**config.mk**
```make
export PLATFORM = sky130hd
export DESIGN_NAME = asrd_decoder
export DESIGN_NICKNAME = d
export VERILOG_FILES = /design/src/include/asrd_pkg.sv /design/src/asrd_decoder.sv
export SDC_FILE = /design/constraint.sdc
export NUM_CORES = 1
export LEC_CHECK = 0
export CORE_MARGIN = 2
export CORE_UTILIZATION = 55
export DETAILED_ROUTE_END_ITERATION = 8
export DONT_BUFFER_PORTS = 1
export PLACE_DENSITY = 0.82
export SLEW_MARGIN = 20
export SYNTH_ARGS = -nofsm -noshare
export SYNTH_HDL_FRONTEND = slang
export SYNTH_SLANG_ARGS = --single-unit
```
**constraint.sdc**
```tcl
create_clock -name clock -period 2.8 [get_ports clock]
set_clock_uncertainty 0.2 [all_clocks]
set_input_delay 0.42 -clock clock [delete_from_list [all_inputs] [get_ports clock]]
set_output_delay 0.42 -clock clock [all_outputs]
set_load 0.1 [all_outputs]
```
**src/include/asrd_pkg.sv**
```systemverilog
// Shared constants and carriers for the address space region decoder.
// Assumes a 32-bit core address and a 32-bit Avalon-MM register port.
package asrd_pkg;

   // Segments, one-hot; the code is chosen from the top three address bits and the user flag
   typedef enum logic [5:0] {
      SEG_USER   = 6'h01,
      SEG_LOW    = 6'h02,
      SEG_CACHED = 6'h04,
      SEG_UNCACH = 6'h08,
      SEG_HIGH   = 6'h10,
      SEG_IO     = 6'h20
   } asrd_seg_t;

   localparam int          VA_W        = 32;
   localparam int          EXT_W       = 29;
   localparam logic [2:0]  TOP_CACHED  = 3'h4;
   localparam logic [2:0]  TOP_UNCACH  = 3'h5;
   localparam logic [2:0]  TOP_HIGH    = 3'h6;
   localparam logic [2:0]  TOP_IO      = 3'h7;

   // On-chip I/O sub-windows and the on-chip RAM window, compared on address bits 31:24 (31:26 for the six-bit tops)
   localparam logic [5:0]  SQ_TOP6     = 6'h38;
   localparam logic [7:0]  WIN_IC_TAG  = 8'hf0;
   localparam logic [7:0]  WIN_IC_DATA = 8'hf1;
   localparam logic [7:0]  WIN_IT_ADDR = 8'hf2;
   localparam logic [7:0]  WIN_IT_DATA = 8'hf3;
   localparam logic [7:0]  WIN_OC_TAG  = 8'hf4;
   localparam logic [7:0]  WIN_OC_DATA = 8'hf5;
   localparam logic [7:0]  WIN_UT_ADDR = 8'hf6;
   localparam logic [7:0]  WIN_UT_DATA = 8'hf7;
   localparam logic [5:0]  CTRL_TOP6   = 6'h3f;
   localparam logic [5:0]  RAM_TOP6    = 6'h1f;

   // External space: eight areas selected by ext[28:26]
   localparam logic [2:0]  AREA_PCM_A  = 3'h5;
   localparam logic [2:0]  AREA_PCM_B  = 3'h6;
   localparam logic [2:0]  AREA_RSVD   = 3'h7;

   // Page sizes as coded in the translation result
   localparam logic [1:0]  PG_1K       = 2'h0;
   localparam logic [1:0]  PG_4K       = 2'h1;
   localparam logic [1:0]  PG_64K      = 2'h2;
   localparam logic [1:0]  PG_1M       = 2'h3;

   // Register map, byte addresses
   localparam logic [3:0]  REG_CTRL    = 4'h0;
   localparam logic [3:0]  REG_FLAGS   = 4'h4;
   localparam logic [3:0]  REG_FADDR   = 4'h8;
   localparam logic [31:0] CTRL_RESET  = 32'h0000_0000;

   // Control register bit positions
   localparam int B_XLATE   = 0;
   localparam int B_SQPRIV  = 1;
   localparam int B_SINGLE  = 2;
   localparam int B_CACHE   = 3;
   localparam int B_WTHRU   = 4;
   localparam int B_CBSEL   = 5;
   localparam int B_ORAM    = 6;
   localparam int B_ADDRESS_SPACE_ID_LO = 8;
   localparam int CTRL_USED = 16;

   // Flag register bit positions
   localparam int F_ADDRERR = 0;
   localparam int F_ITLBMIS = 1;
   localparam int F_UTLBMIS = 2;

   typedef struct packed {
      logic             valid;
      logic [VA_W-1:0]  addr;
      logic             fetch;
      logic             user;
   } asrd_req_t;

   typedef struct packed {
      logic             hit;
      logic [28:10]     ppn;
      logic [1:0]       size;
      logic             cacheable;
      logic             write_through;
      logic [2:0]       space_attr;
      logic             timing_sel;
   } asrd_tlb_t;

   typedef struct packed {
      logic             use_instr_xlate_buffer;
      logic             use_unified_xlate_buffer;
      logic [7:0]       address_space_id;
      logic             single_virtual;
   } asrd_lookup_t;

   typedef struct packed {
      asrd_seg_t        seg;
      logic [EXT_W-1:0] ext_addr;
      logic [2:0]       area;
      logic             translated;
      logic             cached;
      logic             write_through;
      logic             onchip_io;
      logic             store_queue;
      logic             ic_tag;
      logic             ic_data;
      logic             instr_xlate_buffer_addr;
      logic             instr_xlate_buffer_data;
      logic             oc_tag;
      logic             oc_data;
      logic             unified_xlate_buffer_addr;
      logic             unified_xlate_buffer_data;
      logic             ctrl_reg;
      logic             onchip_ram;
      logic             reserved;
      logic             pcmcia;
      logic [2:0]       space_attr;
      logic             timing_sel;
      logic             addr_error;
      logic             instr_xlate_buffer_miss;
      logic             unified_xlate_buffer_miss;
   } asrd_result_t;

endpackage : asrd_pkg

```
**src/asrd_decoder.sv**
```systemverilog
// Address space region decoder: classifies each core address, drives the
// TLB lookup and forms the external address, cache attributes and faults.
// Assumes the core presents one request per cycle and the TLB answers
// combinationally in the same cycle; registers sit on an Avalon-MM slave.
`timescale 1ns/1ns
module asrd_decoder (
   input  wire logic                   clock,
   input  wire logic                   reset,
   input  wire asrd_pkg::asrd_req_t    req,
   output      asrd_pkg::asrd_lookup_t lookup,
   input  wire asrd_pkg::asrd_tlb_t    tlb,
   output      asrd_pkg::asrd_result_t result,
   input  wire logic [3:0]             avs_address,
   input  wire logic                   avs_read,
   input  wire logic                   avs_write,
   input  wire logic [31:0]            avs_writedata,
   input  wire logic [3:0]             avs_byteenable,
   output      logic [31:0]            avs_readdata,
   output      logic                   avs_waitrequest
);

   // Physical address of a translated page: page number above, offset below
   function automatic logic [28:0] page_compose(input logic [28:10] ppn,
                                                input logic [1:0]   size,
                                                input logic [31:0]  va);
      logic [28:0] pa;
      pa = {ppn, va[9:0]};
      case (size)
         asrd_pkg::PG_4K:  pa[11:10] = va[11:10];
         asrd_pkg::PG_64K: pa[15:10] = va[15:10];
         asrd_pkg::PG_1M:  pa[19:10] = va[19:10];
         default:          pa = pa;
      endcase
      return pa;
   endfunction : page_compose

   function automatic logic [31:0] lane_merge(input logic [31:0] old,
                                              input logic [31:0] wd,
                                              input logic [3:0]  be);
      logic [31:0] m;
      m = old;
      for (int i = 0; i < 4; i++) begin
         if (be[i]) begin
            m[i*8 +: 8] = wd[i*8 +: 8];
         end
      end
      return m;
   endfunction : lane_merge

   logic [31:0] ctrl;
   logic [2:0]  flags;
   logic [31:0] fault_addr;
   logic        ack;
   logic [31:0] next_ctrl;
   logic [2:0]  next_flags;
   logic [31:0] next_fault_addr;
   logic        next_ack;
   logic [31:0] next_readdata;

   logic xlate_on;
   logic sq_priv;
   logic cache_on;
   assign xlate_on = ctrl[asrd_pkg::B_XLATE];
   assign sq_priv  = ctrl[asrd_pkg::B_SQPRIV];
   assign cache_on = ctrl[asrd_pkg::B_CACHE];

   // Decode path is purely combinational so the core sees it in the request cycle
   always_comb begin
      logic [2:0]  top;
      logic [7:0]  top8;
      logic        is_sq;
      logic        mapped;
      logic        need_tlb;
      logic        user_bad;
      logic [28:0] direct_ext;
      top        = req.addr[31:29];
      top8       = req.addr[31:24];
      is_sq      = req.addr[31:26] == asrd_pkg::SQ_TOP6;
      direct_ext = req.addr[28:0];
      result     = '0;
      lookup     = '0;
      lookup.address_space_id           = ctrl[asrd_pkg::B_ADDRESS_SPACE_ID_LO +: 8];
      lookup.single_virtual = ctrl[asrd_pkg::B_SINGLE];

      if (req.user && !req.addr[31]) begin
         result.seg = asrd_pkg::SEG_USER;
      end else if (!req.addr[31]) begin
         result.seg = asrd_pkg::SEG_LOW;
      end else if (top == asrd_pkg::TOP_CACHED) begin
         result.seg = asrd_pkg::SEG_CACHED;
      end else if (top == asrd_pkg::TOP_UNCACH) begin
         result.seg = asrd_pkg::SEG_UNCACH;
      end else if (top == asrd_pkg::TOP_HIGH) begin
         result.seg = asrd_pkg::SEG_HIGH;
      end else begin
         result.seg = asrd_pkg::SEG_IO;
      end

      mapped = result.seg inside {asrd_pkg::SEG_USER, asrd_pkg::SEG_LOW,
                                  asrd_pkg::SEG_HIGH};
      result.onchip_ram = !req.addr[31] && ctrl[asrd_pkg::B_ORAM]
                          && req.addr[31:26] == asrd_pkg::RAM_TOP6;
      // Store queue may translate; RAM and direct segments never do
      need_tlb = xlate_on && ((mapped && !result.onchip_ram) || is_sq);

      // Privilege checks
      user_bad = req.user && req.addr[31] && !is_sq;
      if (req.user && is_sq && sq_priv) begin
         user_bad = 1'b1;
      end

      // On-chip I/O windows
      if (result.seg == asrd_pkg::SEG_IO) begin
         result.onchip_io   = 1'b1;
         result.store_queue = is_sq;
         result.ic_tag      = top8 == asrd_pkg::WIN_IC_TAG;
         result.ic_data     = top8 == asrd_pkg::WIN_IC_DATA;
         result.instr_xlate_buffer_addr   = top8 == asrd_pkg::WIN_IT_ADDR;
         result.instr_xlate_buffer_data   = top8 == asrd_pkg::WIN_IT_DATA;
         result.oc_tag      = top8 == asrd_pkg::WIN_OC_TAG;
         result.oc_data     = top8 == asrd_pkg::WIN_OC_DATA;
         result.unified_xlate_buffer_addr   = top8 == asrd_pkg::WIN_UT_ADDR;
         result.unified_xlate_buffer_data   = top8 == asrd_pkg::WIN_UT_DATA;
         result.ctrl_reg    = req.addr[31:26] == asrd_pkg::CTRL_TOP6;
      end

      if (need_tlb) begin
         lookup.use_instr_xlate_buffer   = req.valid && req.fetch;
         lookup.use_unified_xlate_buffer   = req.valid && !req.fetch;
         result.translated = 1'b1;
         result.ext_addr   = page_compose(tlb.ppn, tlb.size, req.addr);
         result.area       = result.ext_addr[28:26];
         // Area 7 behind a page is the control register window
         result.ctrl_reg   = result.area == asrd_pkg::AREA_RSVD;
         result.cached     = cache_on && tlb.cacheable && !is_sq;
         result.write_through = tlb.write_through;
         result.pcmcia     = result.area == asrd_pkg::AREA_PCM_A
                             || result.area == asrd_pkg::AREA_PCM_B;
         if (result.pcmcia) begin
            result.space_attr = tlb.space_attr;
            result.timing_sel = tlb.timing_sel;
         end
         if (req.valid && !tlb.hit && !user_bad) begin
            result.instr_xlate_buffer_miss = req.fetch;
            result.unified_xlate_buffer_miss = !req.fetch;
         end
      end else if (result.seg != asrd_pkg::SEG_IO && !result.onchip_ram) begin
         result.ext_addr = direct_ext;
         result.area     = direct_ext[28:26];
         result.reserved = result.area == asrd_pkg::AREA_RSVD;
         result.pcmcia   = result.area == asrd_pkg::AREA_PCM_A
                           || result.area == asrd_pkg::AREA_PCM_B;
         if (result.seg == asrd_pkg::SEG_CACHED) begin
            result.cached        = cache_on;
            result.write_through = !ctrl[asrd_pkg::B_CBSEL];
         end else if (result.seg != asrd_pkg::SEG_UNCACH) begin
            result.cached        = cache_on;
            result.write_through = ctrl[asrd_pkg::B_WTHRU];
         end
         // The cached and uncached segments cannot reach the PC Card areas at all
         if (result.seg inside {asrd_pkg::SEG_CACHED, asrd_pkg::SEG_UNCACH}
             && result.pcmcia) begin
            user_bad = 1'b1;
         end
      end

      result.addr_error = req.valid && user_bad;
   end

   // Register slave and fault capture
   always_comb begin
      logic wr_go;
      wr_go           = avs_write && ack;
      next_ctrl       = ctrl;
      next_flags      = flags;
      next_fault_addr = fault_addr;
      next_ack        = (avs_read || avs_write) && !ack;
      next_readdata   = avs_readdata;
      if (wr_go && avs_address == asrd_pkg::REG_CTRL) begin
         next_ctrl = lane_merge(ctrl, avs_writedata, avs_byteenable);
         next_ctrl[31:asrd_pkg::CTRL_USED] = '0;
         next_ctrl[7] = 1'b0;
      end
      if (wr_go && avs_address == asrd_pkg::REG_FLAGS && avs_byteenable[0]) begin
         next_flags = flags & ~avs_writedata[2:0];
      end
      // A new fault in the clearing cycle survives the clear
      if (result.addr_error || result.instr_xlate_buffer_miss || result.unified_xlate_buffer_miss) begin
         next_flags[asrd_pkg::F_ADDRERR] = next_flags[asrd_pkg::F_ADDRERR] | result.addr_error;
         next_flags[asrd_pkg::F_ITLBMIS] = next_flags[asrd_pkg::F_ITLBMIS] | result.instr_xlate_buffer_miss;
         next_flags[asrd_pkg::F_UTLBMIS] = next_flags[asrd_pkg::F_UTLBMIS] | result.unified_xlate_buffer_miss;
         next_fault_addr = req.addr;
      end
      if (avs_read && !ack) begin
         if (avs_address == asrd_pkg::REG_CTRL) begin
            next_readdata = ctrl;
         end else if (avs_address == asrd_pkg::REG_FLAGS) begin
            next_readdata = {29'h0000_0000, flags};
         end else if (avs_address == asrd_pkg::REG_FADDR) begin
            next_readdata = fault_addr;
         end else begin
            next_readdata = 32'h0000_0000;
         end
      end
   end

   // One wait state: the request is answered at the second edge it is seen
   assign avs_waitrequest = (avs_read || avs_write) && !ack;

   always_ff @(posedge clock) begin
      if (reset) begin
         ctrl         <= asrd_pkg::CTRL_RESET;
         flags        <= 3'h0;
         fault_addr   <= 32'h0000_0000;
         ack          <= 1'b0;
         avs_readdata <= 32'h0000_0000;
      end else begin
         ctrl         <= next_ctrl;
         flags        <= next_flags;
         fault_addr   <= next_fault_addr;
         ack          <= next_ack;
         avs_readdata <= next_readdata;
      end
   end

endmodule : asrd_decoder

```
Word-level counts from Yosys, hierarchy flattened
Cells that the tools add are included.
{"block": "totals", "inputBits": 107, "register_bits": 83, "output_inout_bits": 106}
{"block": "classes", "bitwise_logic": 5, "reduce_logical": 45, "eq_ne": 33, "n_mux": 35}
{"op": "2-to-1 mux 32 bit", "count": 5}
{"op": "== test 8 bit (second input constant)", "count": 8}
{"op": "2-to-1 mux 6 bit", "count": 5}
{"op": "== test 3 bit (second input constant)", "count": 9}
{"op": "logical AND 1 bit", "count": 24}
{"op": "== test 6 bit (second input constant)", "count": 3}
{"op": "2-to-1 mux 2 bit", "count": 9}
{"op": "2-to-1 mux 4 bit", "count": 4}
{"op": "== test 6 x 5 -> 1 bit (second input constant)", "count": 2}
{"op": "2-to-1 mux 11 bit", "count": 1}
{"op": "2-to-1 mux 9 bit", "count": 1}
{"op": "logical NOT 1 bit", "count": 8}
{"op": "2-to-1 mux 1 bit", "count": 8}
{"op": "== test 6 x 1 -> 1 bit (second input constant)", "count": 1}
{"op": "== test 6 x 2 -> 1 bit (second input constant)", "count": 1}
{"op": "== test 6 x 3 -> 1 bit (second input constant)", "count": 1}
{"op": "== test 6 x 4 -> 1 bit (second input constant)", "count": 1}
{"op": "logical OR 1 bit", "count": 6}
{"op": "2-to-1 mux 3 bit", "count": 2}
{"op": "inequality test 6 x 4 -> 1 bit (second input constant)", "count": 1}
{"op": "inequality test 6 bit (second input constant)", "count": 1}
{"op": "== test 2 bit (second input constant)", "count": 2}
{"op": "== test 4 x 3 -> 1 bit (second input constant)", "count": 1}
{"op": "== test 4 bit (second input constant)", "count": 1}
{"op": "other kinds (10)", "count": 13}

Depth between registers and ports, before layout
Gate-level depths: netlist of run 1.
{"block": "logic_depth", "ltp_word": 16, "ltp_mapped": 11, "ltp_nobuf": 8}

Least setup slack after synthesis of run 1
Ideal clock, no wire load.
{"block": "synth_timing", "path_kind": "input to output", "from": "input port req[33] (netlist bit)", "to": "output port result[21] (netlist bit)", "t_arrival_ns": 4.970, "n_path_buf": 1, "t_required_ns": 2.180, "slack_ns": -2.790, "cell_stages": 8, "cell_sequence": "buf_6 > nand3_2 > inv_4 > nand3b_4 > inv_1 > a22oi_4 > inv_2 > o41ai_1"}
{"element": "start, declared", "line": "asrd_decoder.sv:9", "rtl": "input wire asrd_pkg::asrd_req_t req,"}
{"element": "end, declared", "line": "asrd_decoder.sv:12", "rtl": "output asrd_pkg::asrd_result_t result,"}

==> flow_metrics.py, run 1 <==
metrics = {
    "placed_design": {
        "gp_congestion": 0.8676,
        "placedCellCount": 647,
        "portBuffers": 0,
        "preCtsSetupSlack_ps": -0.7709,
        "dpl.hpwl_um": 9379,
    },
    "synthesis": {
        "synth_common_cells": "83 x dfxtp_1, 54 x a21oi_1, 49 x nand2_1",
        "netlist_area_mm2": 0.004248,
        "syn_area_per_cell_um2": 8.122,
        "synth_most_common_cell": "dfxtp_1",
        "synth_largest_area_cell": "dfxtp_1",
        "yosysWarnings": 0,
        "ys_async_sr_fraction_pct": 0,
        "ys.flop_type": "dfxtp_1",
        "yosys.area.top_type_share_pct": 39.12,
        "synth_nets": 630,
        "ys_seq_area_share_pct": 39.12,
        "synth_edf_count": 0,
        "synth.top_cells.by_area": "dfxtp_1 39%, a21oi_1 6.4%, or3b_1 5.4%",
        "syn_inst": 523,
        "synth_cell_types": 48,
        "synth_seq_cells": 83,
    },
    "clock_network": {
        "cts_tree": "built",
        "clockRootBuffer": "clkbuf_8",
        "path_clk_slew_ps": 90,
        "cts.path.max_buffers": 2,
        "numCtsBuffers": 9,
        "clkLatencyLatePin_ps": 360,
        "clock-sinks": 83,
        "htree_levels": 3,
    },
    "drt": {
        "via_per_inst": 6.133,
        "vias": 4091,
        "wl_met2_um": 7005,
        "first_iter_violations": 194,
        "m1WireLength_um": 4919,
        "wl_um": 13120,
        "postRouteAntennaNets": 0,
        "wl_per_cell_um": 19.66,
        "dr.max_layer_used": "met4",
        "drtPass1Iterations": 5,
        "drc": 0,
        "route.met3.wl_um": 955,
    },
    "worst_setup_path": {
        "critPathKind": "reg -> out",
        "cp_max_fo": 15,
        "worst_ep_arrival_time_ps": 2110,
        "setup.worst_path.end_class": "primary output",
        "crit_required_ps": 2180,
        "crit_path_start_kind": "flop",
    },
    "timing": {
        "hold_viol_final": 0,
        "finalSetupTns_ps": 0,
        "slew_headroom_pct": 33.36,
        "fmax_mhz": 366.2,
        "finalCriticalPeriod_ps": 2731,
        "rsz0062_at_grt": "true",
        "period_share_pct": 97.53,
        "drv_slew": 0,
        "setup_ws_ps": 69.11,
        "setup_violations": 0,
        "worstMarginPinSlew_ps": 998.2,
        "fin_hold_ws_ps": 9.858,
    },
    "global_routing": {
        "grt_max_degree": 84,
        "grt_use_total_pct": 30.80,
        "grt_pass1_wl_um": 20470,
        "grt_overflow": 0,
        "grt_pass1_vias": 4002,
        "antenna_found_initial": 0,
    },
    "layout": {
        "area_growth_pct": 32.70,
        "finalNonFillerCells": 667,
        "drive_gt1_share_pct": 30.97,
        "antenna_cells": 0,
        "final_nets": 667,
    },
    "flow_run": {
        "max_cap_viol_count": 0,
    },
    "floorplanning": {
        "coreArea_mm2": 0.007607,
        "fp.dieW_um": 91.88,
        "dieArea_mm2": 0.008442,
        "initial_core_util_pct": 55.84,
        "io_pins": 213,
        "die_y_um": 91.88,
        "rows": 32,
    },
    "power": {
        "p_clk_share_pct": 29.0,
        "irDropWorstVdd_mv": 0.4700,
        "comb_power_share_pct": 25.2,
        "p_switching_mw": 1.054,
        "seqPwrFrac_pct": 45.8,
        "power.internal_mw": 1.755,
        "swShare_pct": 37.53,
        "fin_total_pwr_mw": 2.810,
        "p_leak_nw": 2.095,
        "power.density_mw_per_mm2": 498.5,
    },
    "status": {
        "status": "complete, no violations",
    },
    "min_path": {
        "hold_path_class": "in -> reg",
    },
}
## power groups by stage
stage,combinational [mW],sequential (mW),clock [mW]
finish,0.707,1.29,0.816
global route,0.733,1.29,0.874
CTS,0.706,1.29,0.827
detailed placement,0.682,1.31,0
global placement,0.671,1.31,0
floorplan,0.525,1.34,0
## critical path: stages, from the launching register on
cell and delay, ps:
dfxtp_2 350, and4b_1 220, nand2_1 120, a22oi_4 260, inv_6 130, and3_2 270
or2_4 390
## through the flow
stage	area [um^2]	util [%]
6_report	5637	74.10
5_1_grt	5637	74.10
4_1_cts	5624	73.93
3_5_place_dp	5376	70.67
3_3_place_gp	5376	70.67
2_1_floorplan	4608	-
## path summary, 6_finish.rpt
check / start / end / slack, ps / cells past startpoint
max: ctrl[6] / result[7] / 70 / 6
min: req[27] / fault_addr[25] / 10 / 2
max reg2reg: ctrl[6] / fault_addr[8] / 460 / 7
min reg2reg: fault_addr[30] / fault_addr[30] / 270 / 2
## layer usage
layer / track usage [%] / vias up
met2: 55.45 / 177
li1: - / 1902
met3: 8.956 / 20
met4: 8.955 / 0
met5: 0 / -
met1: 35.33 / 1992
## cell families after synthesis
family	count (synthesis)	synth area share [%]
multiplexers	18	4.241
flip-flops	83	39.12
AND/OR/NAND/NOR	211	26.80
XOR/XNOR	2	0.4124
AO/OA/AOI/OAI	138	20.32
buffers and inverters	71	9.102
## repair_timing
| item | CTS | global route |
|---|---|---|
| hold buffers | 3 | 0 |
| setup buffers | 1 | 0 |
| setup endpoints to repair | 15 | 19 |
| gates resized for setup | 6 | 5 |
| endpoints found under the hold margin | 83 | 0 |
| gates cloned | 0 | 0 |
| pin swaps | 1 | 2 |
## final cells by class
class	instances	area (um^2)
repair buffers	82	998.5
clock inverters	7	58.81
multi-input cells	369	2580
fillers	552	1971
flip-flops and latches	83	1663
inverters	15	85.08
well taps	102	127.6
clock buffers	9	123.9
## layout by cell type (no fill, tap or decap), types with 12 or more instances in the layout
| cell type | Yosys | final |
|---|---|---|
| a221oi_1 | 12 | 12 |
| o21ai_0 | 38 | 29 |
| dfxtp_1 | 83 | 82 |
| nand2_1 | 49 | 45 |
| nand3_1 | 23 | 23 |
| mux2i_1 | 18 | 18 |
| or3b_1 | 26 | 26 |
| nor2_1 | 45 | 35 |
| buf_4 | 12 | 49 |
| buf_12 | 0 | 28 |
| a21oi_1 | 54 | 54 |
| nor3_1 | 20 | 17 |
Power figures use the tool's default switching activity.
==> inputs of run 2 (changes only) <==
- PLACE_DENSITY: 0.82 -> 0.8
==> flow_metrics.py, run 2 (synthesized netlist as in run 1, its figures left out) <==
metrics = {
    "status": {
        "status": "complete, no violations",
    },
    "clock_network": {
        "clock-sinks": 83,
        "path_clk_slew_ps": 90,
        "cts_setup_buffers": 0,
        "clkLatencyLatePin_ps": 350,
        "htree_levels": 3,
        "cts_tree": "built",
        "clockRootBuffer": "clkbuf_8",
        "cts.path.max_buffers": 2,
        "numCtsBuffers": 9,
    },
    "drt": {
        "drtPass1Iterations": 4,
        "postRouteAntennaNets": 0,
        "via_per_inst": 6.066,
        "wl_per_cell_um": 19.47,
        "first_iter_violations": 146,
        "vias": 4064,
        "wl_um": 13050,
        "drc": 0,
    },
    "worst_setup_path": {
        "r2r_slack_ps": 540,
        "crit_required_ps": 2180,
        "r2r-start": "ctrl[6]",
        "r2r-end": "fault_addr[24]",
        "rr_worst_depth": 6,
        "cp_max_fo": 9,
        "worst_ep_arrival_time_ps": 2100,
        "setup.worst_path.end_class": "primary output",
        "crit_path_start_kind": "flop",
        "critPathKind": "reg -> out",
    },
    "floorplanning": {
        "coreArea_mm2": 0.007607,
        "fp.dieW_um": 91.88,
        "dieArea_mm2": 0.008442,
        "initial_core_util_pct": 55.84,
        "io_pins": 213,
        "die_y_um": 91.88,
        "rows": 32,
    },
    "placed_design": {
        "dpl.hpwl_um": 9216,
        "portBuffers": 0,
        "placedCellCount": 653,
        "gp_congestion": 0.8822,
    },
    "power": {
        "p_switching_mw": 1.030,
        "swShare_pct": 34.74,
        "p_leak_nw": 2.139,
        "comb_power_share_pct": 24.5,
        "power.internal_mw": 1.935,
        "irDropWorstVdd_mv": 0.3504,
        "power.density_mw_per_mm2": 520.1,
        "p_clk_share_pct": 32.5,
        "seqPwrFrac_pct": 43.1,
    },
    "layout": {
        "final_nets": 670,
        "final_common_cell": "dfxtp_1",
        "mostFrequentLayoutCells": "82 x dfxtp_1, 54 x a21oi_1, 54 x buf_4",
        "finalNonFillerCells": 670,
        "drive_gt1_share_pct": 31.87,
        "area_growth_pct": 34.26,
        "antenna_cells": 0,
    },
    "timing": {
        "finalSetupTns_ps": 0,
        "fmax_mhz": 367.7,
        "setup_violations": 0,
        "drv_slew": 0,
        "worstMarginPinSlew_ps": 1004,
        "slew_headroom_pct": 32.95,
        "finalCriticalPeriod_ps": 2720,
        "rsz0062_at_grt": "false",
        "period_share_pct": 97.14,
        "hold_viol_final": 0,
    },
    "min_path": {
        "worstHoldStart": "avs_writedata[15]",
        "hold_path_class": "in -> reg",
        "hold_end": "ctrl[15]",
        "worstHoldPathCells": 2,
    },
    "global_routing": {
        "grt_pass1_vias": 4027,
        "antenna_found_initial": 0,
        "grt_pass1_wl_um": 20340,
        "grt_overflow": 0,
        "grt_use_total_pct": 30.18,
        "grt_max_degree": 84,
    },
    "flow_run": {
        "max_cap_viol_count": 0,
    },
}
## run 2: cell count changes in the layout (fill, tap and decap cells not counted), sizes merged
cell         change
buf              +5
bufinv           +2
clkinv           +1
clkinvlp         -1
dlygate4sd3      -2
inv              -2
## run 2: repair_timing
item	in CTS	in global routing
endpoints found under the setup margin	12	32
resized for setup	3	9
endpoints found under the hold margin	83	0
pin swaps	0	0
hold buffers	1	0
## run 2: cell type report
| type | count | area [um^2] |
|---|---|---|
| Inverter | 15 | 82.58 |
| Sequential cell | 83 | 1663 |
| Clock buffer | 9 | 123.9 |
| Timing Repair Buffer | 85 | 1025 |
| Clock inverter | 7 | 98.84 |
| Fill cell | 544 | 1904 |
| Tap cell | 102 | 127.6 |
| Multi-Input combinational cell | 369 | 2582 |
## run 2: power groups by stage
stage	Sequential [mW]	Combinational [mW]	Clock [mW]
after floorplan	1.34	0.525	0
after global placement	1.30	0.690	0
after detailed placement	1.30	0.701	0
after CTS	1.28	0.725	0.970
after global routing	1.28	0.749	1.02
final	1.28	0.725	0.962
## run 2: worst max-delay path by stage
stage	startpoint	endpoint	slack, ps	cells after the start
global placement	req[31]	result[45]	130	7
CTS	ctrl[6]	result[26]	-20	8
floorplan	req[33]	result[21]	-760	8
global route	ctrl[6]	result[7]	10	6
detailed placement	req[31]	result[46]	10	7
finish	ctrl[6]	result[7]	80	6
## run 2: worst max-delay path, stage by stage (launching register included)
cell,delay (ps)
dfxtp_2,360
and4b_2,270
nand2_1,130
a22oi_4,240
inv_4,130
and3_1,240
or2_4,370
## run 2: per-layer routing
layer	track usage [%]	wire length, um	share of wire (%)	vias to the layer above
met3	7.642	1027	7.9	20
met5	0	0	0	-
met1	36.14	4989	38	1950
met2	51.78	6812	52	180
met4	12.06	214	1.6	0
li1	-	-	-	1914
## run 2: stage by stage
| step | worst slack (ps) | instance area [um^2] | total power, mW | util (%) | hold WS (ps) |
|---|---|---|---|---|---|
| 6_report | 80.22 | 5703 | 2.966 | 74.97 | 15.94 |
| 5_1_grt | 12.42 | 5703 | 3.052 | 74.97 | 2.301 |
| 4_1_cts | -17.99 | 5685 | 2.972 | 74.74 | 4.048 |
| 3_5_place_dp | 10.72 | 5434 | 2.005 | 71.43 | 253.2 |
| 3_3_place_gp | 131.6 | 5434 | 1.993 | 71.43 | 242.9 |
| 2_1_floorplan | -761.2 | 4608 | 1.868 | - | 236.9 |
==> inputs of run 3 (changes only) <==
- clock period: 2.8 -> 3.3 ns (I/O delays scaled with it)
==> flow_metrics.py, run 3 (synthesized netlist as in run 1, its figures left out) <==
metrics = {
    "drt": {
        "via_per_inst": 6.110,
        "first_iter_violations": 208,
        "postRouteAntennaNets": 0,
        "drtPass1Iterations": 6,
        "wl_um": 12680,
        "wl_per_cell_um": 19.62,
        "vias": 3947,
        "drc": 0,
    },
    "placed_design": {
        "place_area_mm2": 0.005218,
        "portBuffers": 0,
        "preCtsSetupSlack_ps": 84.48,
        "dpl.hpwl_um": 9095,
        "gp_congestion": 0.8609,
        "placedCellCount": 630,
    },
    "worst_setup_path": {
        "cp.depth": 7,
        "crit_required_ps": 2600,
        "rr_worst_depth": 6,
        "slowest_stage": "dfxtp_1",
        "cp_cell_sequence": "a21boi_2 -> a22oi_4 -> inv_4 -> buf_4 -> nand3_1 -> a21boi_4 -> buf_12",
        "worst_ep_arrival_time_ps": 2390,
        "cp_top_family": "buffers and inverters",
        "slowest_delay_ps": 520,
        "cp_max_fo": 16,
        "critPathKind": "reg -> out",
        "path_buf_inv": 3,
        "crit_path_start_kind": "flop",
        "setup.worst_path.end_class": "primary output",
    },
    "power": {
        "irDropWorstVdd_mv": 0.3369,
        "power.density_mw_per_mm2": 447.4,
        "p_leak_nw": 1.996,
    },
    "timing": {
        "worstMarginPinSlew_ps": 1049,
        "setup_ws_ps": 215.5,
        "rsz0062_at_grt": "false",
        "slew_headroom_pct": 29.97,
        "hold_viol_final": 0,
        "period_share_pct": 93.47,
        "drv_slew": 0,
        "fmax_mhz": 324.2,
        "finalCriticalPeriod_ps": 3085,
        "setup_violations": 0,
        "fin_hold_ws_ps": 19.92,
    },
    "layout": {
        "drive_gt1_share_pct": 25.74,
        "final_common_cell": "dfxtp_1",
        "nFillCells": 586,
        "final_area_mm2": 0.005426,
        "antenna_cells": 0,
        "mostFrequentLayoutCells": "83 x dfxtp_1, 54 x a21oi_1, 45 x nand2_1",
        "finalNonFillerCells": 646,
        "final_nets": 646,
        "area_growth_pct": 27.75,
        "final_core_util_pct": 71.33,
    },
    "clock_network": {
        "numCtsBuffers": 9,
        "path_clk_slew_ps": 100,
        "htree_levels": 3,
        "clock-sinks": 83,
        "cts_setup_buffers": 0,
        "cts.path.max_buffers": 2,
        "cts-hold-fix-buffers": 0,
        "cts_tree": "built",
        "clkLatencyLatePin_ps": 340,
        "clockRootBuffer": "clkbuf_8",
    },
    "floorplanning": {
        "rows": 32,
        "fp.dieW_um": 91.88,
        "initial_core_util_pct": 55.84,
        "die_y_um": 91.88,
        "coreArea_mm2": 0.007607,
        "io_pins": 213,
        "dieArea_mm2": 0.008442,
    },
    "min_path": {
        "hold_path_class": "in -> reg",
        "worstHoldPathCells": 1,
    },
    "global_routing": {
        "grt_pass1_vias": 3893,
        "grt_overflow": 0,
        "grt_use_total_pct": 28.95,
        "antenna_found_initial": 0,
        "grt_max_degree": 85,
        "grt_pass1_wl_um": 19610,
    },
    "status": {
        "status": "complete, no violations",
    },
    "flow_run": {
        "max_cap_viol_count": 0,
    },
}
==> run 3: cell count changes in the layout (fill, tap and decap cells not counted), moves of 2 or more <==
| cell | previous run | this run |
|---|---|---|
| and2_1 | 1 | 11 |
| inv_1 | 10 | 12 |
| and2_4 | 4 | 0 |
| o21ai_0 | 28 | 31 |
| a22o_4 | 9 | 1 |
| buf_12 | 29 | 32 |
| o21ai_4 | 4 | 7 |
| o21ai_2 | 4 | 0 |
| o21ai_1 | 11 | 9 |
| clkinv_2 | 2 | 0 |
| buf_4 | 54 | 29 |
| a22o_2 | 0 | 8 |
| and2_2 | 10 | 4 |
==> run 3: per-stage QoR <==
step,power [mW],TNS [ps]
2_1_floorplan,1.577,-2335
3_3_place_gp,1.692,0
3_5_place_dp,1.702,0
4_1_cts,2.435,0
5_1_grt,2.497,0
6_report,2.428,0
==> run 3: power by group <==
part | switching (mW) | leakage (nW) | internal (mW)
clock | 0.387 | 0.0944 | 0.360
combinational | 0.378 | 1.23 | 0.176
sequential | 0.0964 | 0.674 | 1.03
total | 0.861 | 2.00 | 1.57
==> run 3: repair_timing <==
item                       4_1_cts  5_1_grt
resized for setup                1        1
setup endpoints to repair        5        5
cloned                           0        0
==> run 3: path summary, 6_finish.rpt <==
check                                    from               to  slack, ps
worst max register to register        ctrl[6]    fault_addr[9]        960
worst min-delay path                    reset         ctrl[13]         20
worst max-delay path                  ctrl[0]       result[22]        220
worst min register to register  fault_addr[7]  avs_readdata[7]        260
==> run 3: layout make-up <==
class / instances / area (um^2) / share of cell area (%)
inverters: 15 / 75.07 / 1.383
well taps: 102 / 127.6 / 2.352
multi-input cells: 369 / 2499 / 46.05
clock inverters: 7 / 81.33 / 1.499
clock buffers: 9 / 123.9 / 2.283
flip-flops and latches: 83 / 1662 / 30.62
repair buffers: 61 / 858.3 / 15.82
==> run 3: worst register-to-register path, stage by stage (launching register included) <==
cell and delay [ps]:
dfxtp_1 360, and4b_1 230, a22o_4 250, a211oi_4 280, buf_4 500, o21ai_0 230
a21oi_1 220
==> run 3: layer usage <==
metal	up-vias	wire [um]	track usage, %
li1	1854	-	-
met1	1895	5149	35.94
met2	184	6253	49.75
met3	14	1121	8.463
met4	0	150	6.592
met5	-	0	0
